--- src/hw/wwdt_pkg.sv ---
/*
  Package for the window watchdog: option byte layout, counter sizing and reset values.
  Assumes the option byte is presented as a static value from nonvolatile storage.
*/
package wwdt_pkg;
  localparam int unsigned CNT_W          = 18;
  localparam int unsigned OVF_BASE_LOG2  = 10;
  localparam int unsigned QUARTER_SHIFT  = 2;
  localparam logic [1:0]  FRAC_FULL      = 2'h3;
  localparam logic [CNT_W-1:0] COUNT_RST = 18'h00000;
  localparam logic        FIRST_RST      = 1'b1;

  typedef struct packed {
    logic       counter_enable_option;
    logic [2:0] overflow_select;       // overflow_select_msb .. overflow_select_lsb
    logic [1:0] open_fraction_select;  // open_fraction_select_hi, open_fraction_select_lo
    logic       osc_stop_permit;       // 1: low-speed oscillator may be stopped
  } option_t;

  localparam option_t OPTION_RST = '{1'b0, 3'h0, 2'h0, 1'b0};
endpackage

--- src/hw/window_watchdog.sv ---
/*
  Window watchdog counter advanced by rising edges of the low-speed oscillator.
  Assumes the option byte is steady around reset release and restart_in is a one-cycle
  pulse from logic on sys_clk_in; lsosc_in is asynchronous.
*/
// Overview of operation
// - Option enable bit turns counter on or off
// - Counter advances only on low-speed oscillator rising edges
// - Restart in open window clears counter, no reset
// - Overflow without restart raises internal reset
// - Restart while window closed raises reset
// - Open window is 25, 50, 75 or 100 percent
// - Full window accepts restart any time before overflow
// - Three-bit field selects overflow time
// - Configuration fixed in flash, unchangeable by software
// - Counting starts right at reset release
// - First restart after reset ignores the window
// - Oscillator stop halts watchdog only if permitted
// - Enable bit also enables illegal-access detection
// - Stop request ignored when oscillator is unstoppable
// - Stopped oscillator keeps the count and resumes
`timescale 1ns/1ps
module window_watchdog (
  input  wire logic                     sys_clk_in,
  input  wire logic                     nrst_in,
  input  wire wwdt_pkg::option_t        option_in,
  input  wire logic                     lsosc_in,
  input  wire logic                     restart_in,
  input  wire logic                     osc_stop_request_in,
  input  wire logic                     standby_in,
  output logic                          watchdog_reset_out,
  output logic                          illegal_access_detect_en_out,
  output logic                          osc_running_out,
  output logic                          window_open_out,
  output logic                          first_restart_out,
  output logic [wwdt_pkg::CNT_W-1:0]    count_out
);

  logic                          osc_meta;
  logic                          osc_sync;
  logic                          osc_prev;
  logic                          cfg_valid;
  wwdt_pkg::option_t             cfg;
  logic                          osc_running;
  logic                          first;
  logic [wwdt_pkg::CNT_W-1:0]    count;
  logic                          active;
  logic                          tick;
  logic                          open_now;
  logic                          early;
  logic                          restart_ok;
  logic                          overflow;
  logic [wwdt_pkg::CNT_W-1:0]    lim;
  logic [wwdt_pkg::CNT_W-1:0]    close_lim;

  function automatic logic [wwdt_pkg::CNT_W-1:0] ovf_limit(input logic [2:0] sel);
    ovf_limit = wwdt_pkg::CNT_W'(1) << (wwdt_pkg::OVF_BASE_LOG2 + 32'(sel));
  endfunction

  function automatic logic [wwdt_pkg::CNT_W-1:0] closed_len(input logic [2:0] sel, input logic [1:0] frac);
    logic [wwdt_pkg::CNT_W-1:0] quarter;
    quarter = ovf_limit(sel) >> wwdt_pkg::QUARTER_SHIFT;
    // Closed part is the leading (3-frac) quarters, open part runs to overflow
    closed_len = wwdt_pkg::CNT_W'(quarter * wwdt_pkg::CNT_W'(wwdt_pkg::FRAC_FULL - frac));
  endfunction

  // Two-flop synchroniser on the oscillator pin
  always_ff @(posedge sys_clk_in or negedge nrst_in) begin
    if (!nrst_in) begin
      osc_meta <= 1'b0;
      osc_sync <= 1'b0;
      osc_prev <= 1'b0;
    end else begin
      osc_meta <= lsosc_in;
      osc_sync <= osc_meta;
      osc_prev <= osc_sync;
    end
  end

  // Option byte caught once after reset release and held thereafter
  always_ff @(posedge sys_clk_in or negedge nrst_in) begin
    if (!nrst_in) begin
      cfg_valid <= 1'b0;
      cfg       <= wwdt_pkg::OPTION_RST;
    end else if (!cfg_valid) begin
      cfg_valid <= 1'b1;
      cfg       <= option_in;
    end
  end

  // Oscillator stops on request or standby only where the option permits
  always_ff @(posedge sys_clk_in or negedge nrst_in) begin
    if (!nrst_in) begin
      osc_running <= 1'b1;
    end else begin
      osc_running <= !(cfg_valid && cfg.osc_stop_permit && (osc_stop_request_in || standby_in));
    end
  end

  assign active     = cfg_valid && cfg.counter_enable_option;
  assign tick       = osc_sync && !osc_prev && osc_running;
  assign lim        = ovf_limit(cfg.overflow_select);
  assign close_lim  = closed_len(cfg.overflow_select, cfg.open_fraction_select);
  assign open_now   = first || (count >= close_lim);
  assign early      = active && restart_in && !open_now;
  assign restart_ok = active && restart_in && open_now;
  assign overflow   = active && !restart_in && tick && (count == lim - wwdt_pkg::CNT_W'(1));

  always_ff @(posedge sys_clk_in or negedge nrst_in) begin
    if (!nrst_in) begin
      count <= wwdt_pkg::COUNT_RST;
    end else if (!active || restart_ok || early || overflow) begin
      count <= wwdt_pkg::COUNT_RST;
    end else if (tick) begin
      count <= count + wwdt_pkg::CNT_W'(1);
    end
  end

  always_ff @(posedge sys_clk_in or negedge nrst_in) begin
    if (!nrst_in) begin
      first <= wwdt_pkg::FIRST_RST;
    end else if (early || overflow) begin
      first <= 1'b1;
    end else if (restart_ok) begin
      first <= 1'b0;
    end
  end

  always_ff @(posedge sys_clk_in or negedge nrst_in) begin
    if (!nrst_in) begin
      watchdog_reset_out <= 1'b0;
    end else begin
      watchdog_reset_out <= early || overflow;
    end
  end

  always_ff @(posedge sys_clk_in or negedge nrst_in) begin
    if (!nrst_in) begin
      illegal_access_detect_en_out <= 1'b0;
      window_open_out              <= 1'b0;
    end else begin
      illegal_access_detect_en_out <= active;
      window_open_out              <= active && open_now;
    end
  end

  assign osc_running_out   = osc_running;
  assign first_restart_out = first;
  assign count_out         = count;
endmodule

--- config.mk ---
export PLATFORM = sky130hd
export DESIGN_NAME = window_watchdog
export DESIGN_NICKNAME = d
export VERILOG_FILES = /design/src/hw/wwdt_pkg.sv /design/src/hw/window_watchdog.sv
export SDC_FILE = /design/constraint.sdc
export NUM_CORES = 1
export LEC_CHECK = 0
export BUFFER_PORTS_ARGS = -buffer_cell sky130_fd_sc_hd__buf_2
export CORE_MARGIN = 2
export CORE_UTILIZATION = 40
export CTS_BUF_LIST = sky130_fd_sc_hd__clkbuf_4 sky130_fd_sc_hd__clkbuf_8
export DETAILED_ROUTE_END_ITERATION = 8
export GPL_ROUTABILITY_DRIVEN = 0
export PLACE_DENSITY = 0.57
export SYNTH_ARGS = -nofsm -noshare
export SYNTH_HDL_FRONTEND = slang
export SYNTH_SLANG_ARGS = --single-unit
--- constraint.sdc ---
create_clock -name sys_clk_in -period 5.71 [get_ports sys_clk_in]
set_input_delay 0.571 -clock sys_clk_in [delete_from_list [all_inputs] [get_ports sys_clk_in]]
set_output_delay 0.571 -clock sys_clk_in [all_outputs]
set_load 0.02 [all_outputs]
# [After elaboration in Yosys (flattened, before gate mapping)]
# Cells that the tools add are included.
[totals] register_bits=34 inputBits=13
[classes] n_eq_ne=1 order_cmp=1 n_mul=1 shift=1 n_mux=4 n_reduce_logical=25 n_addsub=4
[op_table] operator="$mux 18" count=2
[op_table] operator="$add 18x1->18 const B" count=1
[op_table] operator="$eq 18x18->1" count=1
[op_table] operator="$ge 18x18->1" count=1
[op_table] operator="$mul 17x3->18" count=1
[op_table] operator="$shl 1x5->18 const A" count=1
[op_table] operator="$sub 18x1->18 const B" count=1
[op_table] operator="$logic_and 1x1->1" count=12
[op_table] operator="$logic_or 1x1->1" count=6
[op_table] operator="$add 4x3->5 const A" count=1
[op_table] operator="$logic_not 1->1" count=5
[op_table] operator="$reduce_bool 2->1" count=2
[op_table] operator="$sub 2x2->3 const A" count=1
[op_table] operator="$mux 1" count=2

# [Longest topological paths before layout]
[depth] depth_word=10 depth_mapped=21 mapped_depth_nobuf=20

# [Worst setup path before layout]
# No wires, ideal clock.
[synth_path] path_type="register to register" from="register cfg[4] (netlist bit)" to="register first, in the netlist first_restart_out" t_arrival_ns=4.727 setup_slack_ns=0.926 n_path_buf=1 period_less_slack_ns=4.784 stages_incl_launch_ff=21 setup_time_ns=0.058 cell_sequence="dfrtp_1 > inv_1 > ha_1 > clkbuf_1 > or3b_2 > nor2_1 > ha_1 > ha_1 > a21o_1 > a21oi_2 > or4b_1 > and2_4 > a221o_1 > xnor2_1 > ha_1 > nor4_1 > o21ai_0 > a22oi_1 > o21ai_0 > a41oi_1 > or2_2"
[synth_between] elab_chain_cells=9 word_cells_on_any_way=14 cone_classes="add/sub: 2; mul: 1; order compare: 1; eq/ne: 1; shift: 1; mux: 1; reduce/logical: 7"
[synth_lines] element="from (decl)" line="window_watchdog.sv:43" text="wwdt_pkg::option_t cfg;"
[synth_lines] element="from (signal assigned)" line="window_watchdog.sv:84" text="cfg <= wwdt_pkg::OPTION_RST;"
[synth_lines] element="from (signal assigned)" line="window_watchdog.sv:87" text="cfg <= option_in;"
[synth_lines] element="$add 4x3->5 (*)" line="window_watchdog.sv:57" text="ovf_limit = wwdt_pkg::CNT_W'(1) << (wwdt_pkg::OVF_BASE_LOG2 + 32'(sel));"
[synth_lines] element="$shl 1x5->18 (*)" line="window_watchdog.sv:57"
[synth_lines] element="$mul 17x3->18" line="window_watchdog.sv:64" text="closed_len = wwdt_pkg::CNT_W'(quarter * wwdt_pkg::CNT_W'(wwdt_pkg::FRAC_FULL - frac));"
[synth_lines] element="$ge 18x18->1" line="window_watchdog.sv:104" text="assign open_now = first || (count >= close_lim);"
[synth_lines] element="$logic_or 1x1->1" line="window_watchdog.sv:104"
[synth_lines] element="$logic_not 1->1" line="window_watchdog.sv:105" text="assign early = active && restart_in && !open_now;"
[synth_lines] element="$logic_and 1x1->1" line="window_watchdog.sv:105"
[synth_lines] element="$logic_or 1x1->1" line="window_watchdog.sv:122" text="end else if (early || overflow) begin"
[synth_lines] element="$mux 1 or $reduce_bool 2->1 (tied branches)"
[synth_lines] element="to (signal assigned)" line="window_watchdog.sv:121" text="first <= wwdt_pkg::FIRST_RST;"
[synth_lines] element="to (decl)" line="window_watchdog.sv:45" text="logic first;"
# Mark *: on every way between the ends. The rest lies on a longest branch, timed or not.
# A chain may end at the register's enable or synchronous reset.

# [Worst setup path in the final report]
# Ends and elaborated chain as after synthesis.

==> results.md <==
* Outcome: finished, final reports clean
* Clock Pin Slew Worst Setup and Hold Paths at 0.07 ns
* Fill cell count at approximately 700
* Hpwl dp at between 5000 and 6000 um
* Critical Path End Type: flip-flop
* CTS Hold Bufs at 0
* Max clock buf depth at 2
* Wire per inst at between 10 and 15 um
* Yosys warnings at 0
* Crit path DAT at between 5 and 6 ns
* Dpl cells at ~480
* Setup TNS at 0 ns
* Met3 Use GR at about 2.7%
* Clk_lat worst skew at between 0.2 and 0.3 ns
* Clock share of power at between 30% and 40%
* Buffers on Ports at 35
* Peak VDD IR at approximately 0.00011 V
* Pin count of the biggest net entering global routing at 35
* First-pass GRT wire length at around 12,000 um
* Pre-antenna DRT Iters at 4
* Max_slew headroom at about half
* Worst min path class: in2async
* CTS tree: yes
* Most common cell after layout, fill and taps aside: ha_1
* Crit start category: flip-flop
* Int Pwr at 456.8 uW
* Crit-path max cell delay at a little under 0.6 ns
* Largest fanout on the critical path at 14
* Total CTS buffers at 5
* Most frequent cells in the layout: ha_1 (56), nor2_1 (54), buf_2 (35)
* Root Buffer: clkbuf_8
* Share of cells above drive strength 1 at between 10% and 20%
* Logic pwr share at a little over a quarter
* Global Route met2 Usage at 26.84%
* Post-CTS sizing at 0
* Cell count after synthesis at 346
* Die area at between 8000 and 9000 um2
* Slew Limit Fails at 0
* GRT busiest layer: met2
* Post-synth EDFFs at 0
* Most common flop cell mapped by yosys: dfrtp_1
* Setup violations, final at 0
* Crit-path slowest cell: dfrtp_1
* CTS sink count at 34
* Via count at approximately 2,500
* Site row count at 31
* Worst reg2reg path depth at 19
* Sw Share at 31.93%
* WL final at just under 7000 um
* Vias per inst at 5.120
* Initial antenna violation count at 0
* Fin util at roughly 48%
* Tmin final at around 5.2 ns
* Critical path, cell by cell: inv_1 -> ha_1 -> or3b_2 -> nor2_1 -> ha_1 -> ha_1 -> a21o_1 -> a21oi_2 -> or4b_1 -> and2_4 -> a221o_1 -> xnor2_1 -> ha_1 -> nor4_1 -> o21ai_0 -> a22oi_1 -> o21ai_0 -> a41oi_1 -> or2_2
* RSZ-0062 raised after global routing: false
* Post-synth ARST share at between 90% and 100%
* Vias in the first global route at between 2,000 and 2,500
* Syn Area/Cell at 8.881 um2
* Synth Register Bits at 34
* Post-route cell area at 3486 um2
* Setup Skew at about 0.0037 ns
* Tightest Pin Transition at between 0.7 and 0.8 ns
* Final #Nets at between 400 and 500
* Max_cap viols at 0
* CP most frequent cell: ha_1
* Post-DP Area at 3372 um2
* Antenna diodes at 0
* PwrDens at around 190 nW/um2
* Chip Height at 91.65 um
* Seq/Total Area, Yosys at between 20% and 30%
* Die X at 91.65 um
* Met1 GRT Util at 23.78%
* Postcts setup bufs at 0
* Total power at between 600 and 700 uW
* Yosys cell types at just under 50
* Congestion Overflow GR at 0
* Critical Path RT at 5.95 ns
* Area Growth Syn to Fin at 13.44%
* Overall routing resource usage at between 15 and 20%
* NetSw at about 210 uW
* Endpoints failing hold at 0
* H-tree depth at 2
* Final period util at approximately 91%
* Max Freq at slightly below 0.2 GHz
* Reg power frac at around 40%
* Detailed Route Iter0 Violations at 129
* Residual DRC at 0
* Core area at about 7300 um2
* Leak pwr at between 0.0015 and 0.002 uW
* Non-filler cells, final at 490
* Final ANT Viol Nets at 0
* I/O pin count at 36
* Mapped Area at just over 3000 um2
* Kind of critical path: reg2reg
* Initial Utilization at between 40% and 50%
-- flip-flops by register name, summed over array words and instances, names as in the netlist --
signal	flops
count_out	18
first_restart_out	1
osc_sync	1
illegal_access_detect_en_out	1
window_open_out	1
osc_prev	1
osc_running_out	1
watchdog_reset_out	1
osc_meta	1
cfg	7
cfg_valid	1
-- critical path: cells and delay by family, from the launching register on --
family	cells	cell delay, ns
buf+inv	1	0.14
simple gates	6	1.78
fa+ha+maj	4	1.14
xor+xnor	1	0.13
compound gates	7	1.36
flops	1	0.58
-- routing by layer --
layer / part of all wire [%] / routed length, um
met1: 50 / 3388
met2: 46 / 3117
met3: 3.1 / 210
met4: 1.5 / 104
met5: 0 / 0
-- power groups by stage --
stage          Combinational (uW)  Clock (uW)  Sequential (uW)
2_1_floorplan                 132           0              273
3_3_place_gp                  169           0              272
3_5_place_dp                  172           0              273
4_1_cts                       173         231              268
5_1_grt                       203         241              270
6_report                      178         225              268
-- Yosys cell counts, types with 4 or more instances --
library cell	n	share of area, %
a21oi_1	15	2.4
inv_1	12	1.5
dfrtp_1	32	26
nand4_1	5	1.0
o211ai_1	5	1.2
nor3_1	5	0.81
xnor2_1	14	4.0
clkbuf_1	5	0.61
a21o_1	4	0.98
ha_1	56	23
nor2_1	54	6.6
nand2_1	23	2.8
mux2_2	6	2.2
xor2_1	23	6.6
nand3b_1	4	0.98
o21ai_0	17	2.8
nand3_1	14	2.3
-- logic make-up after synthesis --
family | share of synthesized area [%]
DFF | 27.77
muxes | 2.524
adders and majority gates | 23.45
and+or+nand+nor | 20.07
xor gates and xnor gates | 10.55
other | 0.2444
buffers and inverters | 2.809
AOI/OAI and AO/OA | 12.58
-- cell type report --
type                       instances  area (um2)  share of cell area [%]
multi-input combinational        302        2175                   62.38
sequential                        34       853.3                   24.48
tap                               99       123.9                   3.553
inverter                          12       45.04                   1.292
clock inverter                     3       45.04                   1.292
timing repair buffer              35       175.2                   5.025
clock buffer                       5       68.82                   1.974
-- final timing paths --
path / slack, ns / startpoint / endpoint
worst max-delay path: 0.52 / cfg[4]$_DFFE_PN0N_ / first_restart_out$_DFFE_PN1P_
worst min-delay path: 0.34 / nrst_in / cfg[0]$_DFFE_PN0N_
worst max register to register: 0.52 / cfg[4]$_DFFE_PN0N_ / first_restart_out$_DFFE_PN1P_
worst min register to register: 0.37 / osc_meta$_DFF_PN0_ / osc_sync$_DFF_PN0_
max in group asynchronous: 4.89 / nrst_in / count_out[8]$_DFFE_PN0P_
min in group sys_clk_in: 0.37 / osc_meta$_DFF_PN0_ / osc_sync$_DFF_PN0_
-- through the flow --
step                hold WS [ns]  setup slack (ns)
floorplan                 0.2754            0.9256
global placement          0.3367            0.7282
detailed placement        0.3577            0.5653
CTS                       0.3650            0.5290
global route              0.3726           0.08271
finish                    0.3442            0.5195
No activity file was read; power rests on OpenSTA's default activity.
